===== config.mk =====
export PLATFORM = sky130hd
export DESIGN_NAME = tpts_sequencer
export DESIGN_NICKNAME = d
export VERILOG_FILES = /design/src/tpts_pkg.sv /design/src/tpts_sequencer.sv /design/src/tpts_step_ptr.sv
export SDC_FILE = /design/constraint.sdc
export NUM_CORES = 2
export LEC_CHECK = 0
export ABC_CLOCK_PERIOD_IN_PS = 4400
export BUFFER_PORTS_ARGS = -buffer_cell sky130_fd_sc_hd__buf_4
export CAP_MARGIN = 20
export CORE_MARGIN = 10
export CORE_UTILIZATION = 60
export CTS_CLUSTER_DIAMETER = 200
export DETAILED_ROUTE_END_ITERATION = 8
export GPL_TIMING_DRIVEN = 0
export PLACE_DENSITY = 0.81
export SLEW_MARGIN = 10
export SYNTH_ARGS = -nofsm -noshare
export SYNTH_HDL_FRONTEND = slang
export SYNTH_HIERARCHICAL = 1
export SYNTH_SLANG_ARGS = --single-unit

===== constraint.sdc =====
create_clock -name ref_clk -period 4.4 [get_ports ref_clk]
set_input_delay 1.1 -clock ref_clk [delete_from_list [all_inputs] [get_ports ref_clk]]
set_output_delay 1.1 -clock ref_clk [all_outputs]
set_load 0.005 [all_outputs]

===== src/tpts_pkg.sv =====
// Shared constants and types for the test pattern table sequencer
package tpts_pkg;
    localparam int STEP_W      = 8;
    localparam int PTR_W       = 8;
    localparam int PIN_N       = 8;
    localparam int CNT_W       = 16;
    localparam int FLAG_W      = 8;
    localparam int FLAG_N      = 256;
    localparam logic [PTR_W-1:0]  PTR_FIRST = 8'h00;
    localparam logic [PIN_N-1:0]  RELAY_OPEN_ALL = 8'h00;
    localparam logic [CNT_W-1:0]  CNT_ZERO = 16'h0000;

    typedef enum logic [1:0] {
        TPTS_STEP_HOLD = 2'h0,
        TPTS_STEP_INC  = 2'h1,
        TPTS_STEP_DEC  = 2'h2
    } tpts_step_e;

    typedef enum logic [2:0] {
        TPTS_IDLE = 3'h1,
        TPTS_RUN  = 3'h2,
        TPTS_DONE = 3'h4
    } tpts_state_e;
endpackage : tpts_pkg


===== src/tpts_sequencer.sv =====
// Pattern table sequencer: relays, table steps, capture and unconditional loop
`timescale 1ns/1ns
module tpts_sequencer #(
    parameter int PIN_N = tpts_pkg::PIN_N,
    parameter int PTR_W = tpts_pkg::PTR_W,
    parameter int CNT_W = tpts_pkg::CNT_W
) (
    input  wire logic                      ref_clk,
    input  wire logic                      rst_n,
    input  wire logic                      seqStart,
    input  wire logic                      seqEnd,
    input  wire logic [PIN_N-1:0]          pinDeclared,
    input  wire logic                      relayCloseCmd,
    input  wire logic                      relayOpenCmd,
    input  wire logic [PIN_N-1:0]          relayPinSel,
    input  wire logic                      imageLoadWe,
    input  wire logic [PTR_W-1:0]          imageAddr,
    input  wire logic [PIN_N-1:0]          imageData,
    input  wire logic [PTR_W-1:0]          imageLast,
    input  wire logic [PTR_W-1:0]          resultReadAddr,
    output logic      [PIN_N-1:0]          resultReadData,
    input  wire logic                      sourceSelect,
    input  wire logic                      resultSelect,
    input  wire logic [PTR_W-1:0]          stepOffset,
    input  wire logic                      stepRef,
    input  wire logic [1:0]                stepDir,
    input  wire logic                      flagReq,
    input  wire logic [tpts_pkg::FLAG_W-1:0] flagNum,
    input  wire logic                      flagClear,
    input  wire logic                      loopStart,
    input  wire logic [CNT_W-1:0]          loopCount,
    input  wire logic                      loopIterEnd,
    input  wire logic [PIN_N-1:0]          sensePins,
    output logic      [PIN_N-1:0]          relayClosed,
    output logic      [PIN_N-1:0]          expectPattern,
    output logic      [PTR_W-1:0]          stepPointer,
    output logic                           stepDone,
    output logic                           stepFail,
    output logic                           loopActive,
    output logic                           loopDone,
    output logic                           loopFail,
    output logic      [tpts_pkg::FLAG_N-1:0] failFlags,
    output logic                           seqRunning
);
    localparam int DEPTH = 1 << PTR_W;

    // Bit PIN_N-1 holds the first pin of the table's list
    logic [PIN_N-1:0] patMem [DEPTH];
    logic [PIN_N-1:0] resMem [DEPTH];

    tpts_pkg::tpts_state_e state_r, state_nxt;
    logic [PIN_N-1:0] relay_r, relay_nxt;
    logic             resMode_r, resMode_nxt;
    logic [PIN_N-1:0] expect_r, expect_nxt;
    logic             done_r, done_nxt;
    logic             fail_r, fail_nxt;
    logic [CNT_W-1:0] loopCnt_r, loopCnt_nxt;
    logic             loopAcc_r, loopAcc_nxt;
    logic             loopDone_r, loopDone_nxt;
    logic             loopFail_r, loopFail_nxt;
    logic [tpts_pkg::FLAG_N-1:0] flags_r, flags_nxt;
    logic [PIN_N-1:0] rdData_r;
    logic [PIN_N-1:0] stepData;
    logic             mismatch;
    logic             ptrLoad;
    logic [PTR_W-1:0] ptrLoadVal;
    logic [PTR_W-1:0] ptrNow;
    logic             patFail;
    logic             loopLast;

    function automatic logic pattern_fail(input logic resMode, input logic miss);
        return !resMode && miss;
    endfunction : pattern_fail

    assign ptrLoad    = sourceSelect | resultSelect;
    assign ptrLoadVal = resultSelect ? stepOffset : PTR_W'(tpts_pkg::PTR_FIRST);

    tpts_step_ptr #(.PTR_W(PTR_W)) u_ptr (
        .ref_clk  (ref_clk),
        .rst_n    (rst_n),
        .load     (ptrLoad),
        .loadVal  (ptrLoadVal),
        .advance  (stepRef),
        .dir      (stepDir),
        .lastStep (imageLast),
        .stepPtr  (ptrNow)
    );

    assign stepData = patMem[ptrNow];
    // Expected one needs high, zero needs low
    assign mismatch = |(stepData ^ sensePins);
    assign patFail  = pattern_fail(resMode_r, mismatch);
    assign loopLast = (loopCnt_r == CNT_W'(16'h0001));

    always_ff @(posedge ref_clk) begin
        if (imageLoadWe) patMem[imageAddr] <= imageData;
        if (stepRef && resMode_r) resMem[ptrNow] <= sensePins;
    end

    always_ff @(posedge ref_clk or negedge rst_n) begin
        if (!rst_n) rdData_r <= '0;
        else rdData_r <= resMem[resultReadAddr];
    end

    always_comb begin
        state_nxt    = state_r;
        relay_nxt    = relay_r;
        resMode_nxt  = resMode_r;
        expect_nxt   = expect_r;
        done_nxt     = 1'b0;
        fail_nxt     = fail_r;
        loopCnt_nxt  = loopCnt_r;
        loopAcc_nxt  = loopAcc_r;
        loopDone_nxt = 1'b0;
        loopFail_nxt = loopFail_r;
        flags_nxt    = flags_r;
        case (state_r)
            tpts_pkg::TPTS_IDLE: begin
                if (seqStart) begin
                    relay_nxt = pinDeclared;
                    state_nxt = tpts_pkg::TPTS_RUN;
                end
            end
            tpts_pkg::TPTS_RUN: begin
                if (relayCloseCmd) relay_nxt = relay_r | relayPinSel;
                else if (relayOpenCmd) relay_nxt = relay_r & ~relayPinSel;
                if (seqEnd) begin
                    relay_nxt = PIN_N'(tpts_pkg::RELAY_OPEN_ALL);
                    state_nxt = tpts_pkg::TPTS_DONE;
                end
            end
            tpts_pkg::TPTS_DONE: begin
                state_nxt = tpts_pkg::TPTS_IDLE;
            end
            default: state_nxt = tpts_pkg::TPTS_IDLE;
        endcase
        if (sourceSelect) resMode_nxt = 1'b0;
        if (resultSelect) resMode_nxt = 1'b1;
        if (flagClear) flags_nxt = '0;
        if (stepRef) begin
            done_nxt   = 1'b1;
            expect_nxt = stepData;
            fail_nxt   = patFail;
            if (patFail && flagReq) flags_nxt[flagNum] = 1'b1;
        end
        if (loopStart) begin
            loopCnt_nxt = loopCount;
            loopAcc_nxt = 1'b0;
        end else if (loopCnt_r != CNT_W'(tpts_pkg::CNT_ZERO)) begin
            if (stepRef && patFail) loopAcc_nxt = 1'b1;
            if (loopIterEnd) begin
                loopCnt_nxt = CNT_W'(loopCnt_r - 1'b1);
                if (loopLast) begin
                    loopDone_nxt = 1'b1;
                    loopFail_nxt = loopAcc_nxt;
                end
            end
        end
    end

    always_ff @(posedge ref_clk or negedge rst_n) begin
        if (!rst_n) begin
            state_r    <= tpts_pkg::TPTS_IDLE;
            relay_r    <= PIN_N'(tpts_pkg::RELAY_OPEN_ALL);
            resMode_r  <= 1'b0;
            expect_r   <= '0;
            done_r     <= 1'b0;
            fail_r     <= 1'b0;
            loopCnt_r  <= CNT_W'(tpts_pkg::CNT_ZERO);
            loopAcc_r  <= 1'b0;
            loopDone_r <= 1'b0;
            loopFail_r <= 1'b0;
            flags_r    <= '0;
        end else begin
            state_r    <= state_nxt;
            relay_r    <= relay_nxt;
            resMode_r  <= resMode_nxt;
            expect_r   <= expect_nxt;
            done_r     <= done_nxt;
            fail_r     <= fail_nxt;
            loopCnt_r  <= loopCnt_nxt;
            loopAcc_r  <= loopAcc_nxt;
            loopDone_r <= loopDone_nxt;
            loopFail_r <= loopFail_nxt;
            flags_r    <= flags_nxt;
        end
    end

    assign relayClosed    = relay_r;
    assign expectPattern  = expect_r;
    assign stepPointer    = ptrNow;
    assign stepDone       = done_r;
    assign stepFail       = fail_r;
    assign loopActive     = (loopCnt_r != CNT_W'(tpts_pkg::CNT_ZERO));
    assign loopDone       = loopDone_r;
    assign loopFail       = loopFail_r;
    assign failFlags      = flags_r;
    assign seqRunning     = (state_r == tpts_pkg::TPTS_RUN);
    assign resultReadData = rdData_r;
endmodule : tpts_sequencer


===== src/tpts_step_ptr.sv =====
// Saturating step pointer for one pattern table
`timescale 1ns/1ns
module tpts_step_ptr #(
    parameter int PTR_W = tpts_pkg::PTR_W
) (
    input  wire logic             ref_clk,
    input  wire logic             rst_n,
    input  wire logic             load,
    input  wire logic [PTR_W-1:0] loadVal,
    input  wire logic             advance,
    input  wire logic [1:0]       dir,
    input  wire logic [PTR_W-1:0] lastStep,
    output logic      [PTR_W-1:0] stepPtr
);
    logic [PTR_W-1:0] ptr_r;
    logic [PTR_W-1:0] ptr_nxt;

    always_comb begin
        ptr_nxt = ptr_r;
        if (load) begin
            ptr_nxt = loadVal;
        end else if (advance) begin
            case (dir)
                tpts_pkg::TPTS_STEP_INC: begin
                    if (ptr_r < lastStep) ptr_nxt = PTR_W'(ptr_r + 1'b1);
                end
                tpts_pkg::TPTS_STEP_DEC: begin
                    if (ptr_r > tpts_pkg::PTR_FIRST) ptr_nxt = PTR_W'(ptr_r - 1'b1);
                end
                default: ptr_nxt = ptr_r;
            endcase
        end
    end

    always_ff @(posedge ref_clk or negedge rst_n) begin
        if (!rst_n) ptr_r <= PTR_W'(tpts_pkg::PTR_FIRST);
        else ptr_r <= ptr_nxt;
    end

    assign stepPtr = ptr_r;
endmodule : tpts_step_ptr


==> impl_metrics.csv <==
group,metric,value,unit
place,gp_congestion,1.03,
layout,regArea,131000,um2
place,post-place-ws,-4.05,ns
logic_synthesis,synth_top_area_cell,"edfxtp_1",
sta,tightestPinTransition,1.42,ns
sta,fmax,182,MHz
place,io_buffers,388,
logic_synthesis,yosys_warnings,6,
critical_path,critPathLaunchType,"register",
sta,hold_violations,0,
critical_path,critPathKind,"reg2reg",
grt,grt_pass1_wl,822000,um
grt,antenna_found_initial,49,
logic_synthesis,synth.area.top_cells,"edfxtp_1 72%, mux4_2 13%, dfrtp_1 4.5%, mux2i_1 2.4%, nor2_1 1.3%",
critical_path,end_kind,"register",
critical_path,rr_endpoint,"failFlags[197]",
drt,routed_wl,609000,um
critical_path,r2r_cells,18,
cts,tritoncts,"built",
drt,vias,102549,
drt,via_per_inst,7.52,
power_and_ir_drop,p_leak,64.1,nW
power_and_ir_drop,intPower,69.1,mW
sta,whs,0.0640,ns
grt,track_usage,0.385,
layout,fin_nets,9614,
drt,drc,39,
logic_synthesis,synth_top_area_frac,0.716,
logic_synthesis,syn_avg_cell_area,20.3,um2
critical_path,cp.required,5.21,ns
power_and_ir_drop,swShare,0.244,
hold_path,min_path_type,"in2async",
cts,cts.clk_slew.worst_paths,0.07,ns
die,ios,398,
run_status,violations,"design-rule violations, negative setup slack",
power_and_ir_drop,clock_power_share,0.402,
cts,insertion_delay,1.03,ns
sta,min_period_over_period,1.25,
cts,cts_sinks,4409,
power_and_ir_drop,combPwrFrac,0.093,
run_status,status,"finished with violations",
place,dp_hpwl,367000,um
sta,finalSetupViolations,1836,
run,drv_cap,0,
drt,drtIter0Drc,20798,
die,rows,196,
drt,wl_per_cell,44.6,um
logic_synthesis,synth_cell_types,80,
die,start_util,0.603,
cts,cts_inserted_buffers,420,
sta,drv_slew,0,
power_and_ir_drop,power.switching,22.3,mW
logic_synthesis,ys.flop_type,"edfxtp_1",
logic_synthesis,syn_area,172000,um2
critical_path,r2r_setup_slack,-1.09,ns
die,die_h,555,um
logic_synthesis,postSynthCellCount,8463,
grt,grt_pass1_vias,100125,
layout,finish.utilization,0.701,
power_and_ir_drop,p_total,91.4,mW
sta,finalWorstSetupSlack,-1.09,ns
layout,fillCellCount,15872,
sta,rsz0062_at_grt,"yes",
drt,dr.pass1.iters,9,
cts,cts.path.max_buffers,4,
logic_synthesis,synth_edf_count,4096,
critical_path,regToRegStartpoint,"u_ptr/stepPtr[1]",
drt,drtAntennaViolNets,0,
power_and_ir_drop,seq_power_share,0.505,
sta,fin_skew,0.116,ns
die,die_x,555,um
grt,grt-ovfl-total,0,
cts,cts_root_buf,"clkbuf_16",
logic_synthesis,synth_nets,8583,
logic_synthesis,synth.ff_latch_count,4409,
critical_path,arrival,6.31,ns
sta,fin_tns_setup,-746.92,ns
die,core_area,285000,um2
cts,ctsHtreeMaxLevel,5,
layout,drive_gt1_frac,0.276,
logic_synthesis,async_flop_share,0.0710,
sta,maxSlewHeadroom,0.0503,
layout,area_growth_syn_to_layout,16.3,%
die,die-area,308000,um2
layout,multi_input_area,39600,um2
logic_synthesis,ys_seq_area_frac,0.762,
critical_path,cp_max_fo,10,
power_and_ir_drop,irDropWorstVdd,0.508,mV
sta,fin_crit,5.49,ns
grt,grt_max_degree,159,
power_and_ir_drop,power_density,457,nW/um2
[power groups by stage]
| stage | logic, mW | registers (mW) | clock network (mW) |
|---|---|---|---|
| floorplan | 3.22 | 47.0 | 0 |
| global placement | 6.58 | 47.1 | 0 |
| detailed placement | 6.92 | 47.0 | 0 |
| CTS | 7.70 | 46.1 | 36.4 |
| global route | 8.37 | 46.1 | 37.9 |
| finish | 8.48 | 46.2 | 36.7 |
[metal layers]
metal | GRT usage | vias up | part of all wire
met4 | 0.280 | 60 | 0.096
met1 | 0.452 | 51601 | 0.30
met2 | 0.577 | 11301 | 0.45
met5 | 0.00864 | - | 0.0011
li1 | - | 36888 | -
met3 | 0.157 | 2699 | 0.15
[sequential cells by signal, indices dropped and copies added, names as in the netlist]
register and flops:
patMem 2048, resMem 2048, failFlags 256, loopCnt_r 16
expectPattern 8, relayClosed 8, resultReadData 8, u_ptr/stepPtr 8
state_r 3, loopAcc_r 1, loopDone 1, loopFail 1
resMode_r 1, stepDone 1, stepFail 1
[worst max-delay path, cell delays in order, from the launching register on]
cell and delay, ns:
dfrtp_2 0.41, buf_12 0.15, buf_16 0.16, buf_16 0.16
buf_16 0.13, buf_4 0.32, mux4_2 0.38, a221oi_2 0.88
a31oi_2 0.53, nor4_4 0.55, xor2_1 0.12, and4_1 0.25
a31oi_2 0.19, a2111oi_4 0.06, buf_12 0.21, buf_12 0.15
buf_12 0.16, buf_12 0.14, o32ai_1 0.33
[worst max path at each step]
stage | startpoint | to | cells past startpoint
final | u_ptr/stepPtr[1] | failFlags[197] | 18
after global routing | u_ptr/stepPtr[0] | failFlags[196] | 18
after CTS | u_ptr/stepPtr[1] | resMem[134][6] | 10
after detailed placement | u_ptr/stepPtr[1] | failFlags[10] | 15
after global placement | u_ptr/stepPtr[1] | failFlags[119] | 15
after floorplan | resultReadAddr[0] | resultReadData[0] | 7
[per-stage QoR]
| stage | instances | area, um2 |
|---|---|---|
| after floorplan | 8463 | 172000 |
| after global placement | 12613 | 179000 |
| after detailed placement | 12680 | 181000 |
| after CTS | 13520 | 197000 |
| after global routing | 13613 | 200000 |
| final | 13638 | 200000 |
[area by class of cell]
class                           instances  area share
Inverter                              252     0.00474
Multi-Input combinational cell       3281       0.198
Tap cell                             3762      0.0236
Clock buffer                          508      0.0550
Buffer                                518      0.0209
Clock inverter                        264      0.0129
Timing Repair Buffer                  612      0.0295
Antenna cell                           32    0.000401
Sequential cell                      4409       0.655
[cell usage in the layout (no fill, tap or decap), types with 40 or more instances in the layout]
master	synthesis	layout
a22oi_1	225	221
buf_1	101	62
buf_12	0	53
buf_16	0	54
buf_4	23	506
buf_6	2	76
buf_8	0	67
bufinv_16	0	40
clkbuf_1	287	284
clkbuf_16	0	428
clkbuf_2	1	50
clkinv_1	0	108
clkinv_2	0	69
dfrtp_1	312	306
edfxtp_1	4096	4096
inv_1	251	251
mux2i_1	417	415
mux4_2	1005	1005
nand2_1	181	177
nand2b_1	47	46
nand3_1	129	127
nor2_1	581	531
nor2_2	1	47
o21ai_0	45	43
o32ai_1	224	156
o32ai_2	1	63
[cell usage after synthesis (22+ instances only)]
cell,number
a21oi_1,32
a221oi_1,28
a22o_1,37
a22oi_1,225
a31oi_1,35
buf_1,101
buf_2,107
buf_4,23
clkbuf_1,287
dfrtp_1,312
edfxtp_1,4096
inv_1,251
mux2i_1,417
mux4_2,1005
nand2_1,181
nand2b_1,47
nand3_1,129
nand4_1,22
nor2_1,581
o21ai_0,45
o32ai_1,224
[cells by family (layout without fill, tap and decap cells)]
logic type / count (synthesis) / count (layout) / share of synthesized area
AND/OR/NAND/NOR: 1078 / 1078 / 0.0276
multiplexers: 1439 / 1439 / 0.157
XOR/XNOR: 31 / 31 / 0.00158
AO/OA/AOI/OAI: 717 / 717 / 0.0325
buffers and inverters: 773 / 2154 / 0.0183
other: 0 / 32 / 0
flip-flops: 4409 / 4409 / 0.762
adder cells (fa/ha/maj): 16 / 16 / 0.00121
[what timing repair did]
action / in CTS / in global routing
hold buffers: 0 / 0
setup endpoints to repair: 2324 / 1946
buffers inserted: 67 / 45
gates cloned: 3 / 4
pin swaps: 20 / 38
gates resized for setup: 618 / 259
No activity file was read; power rests on OpenSTA's default activity.
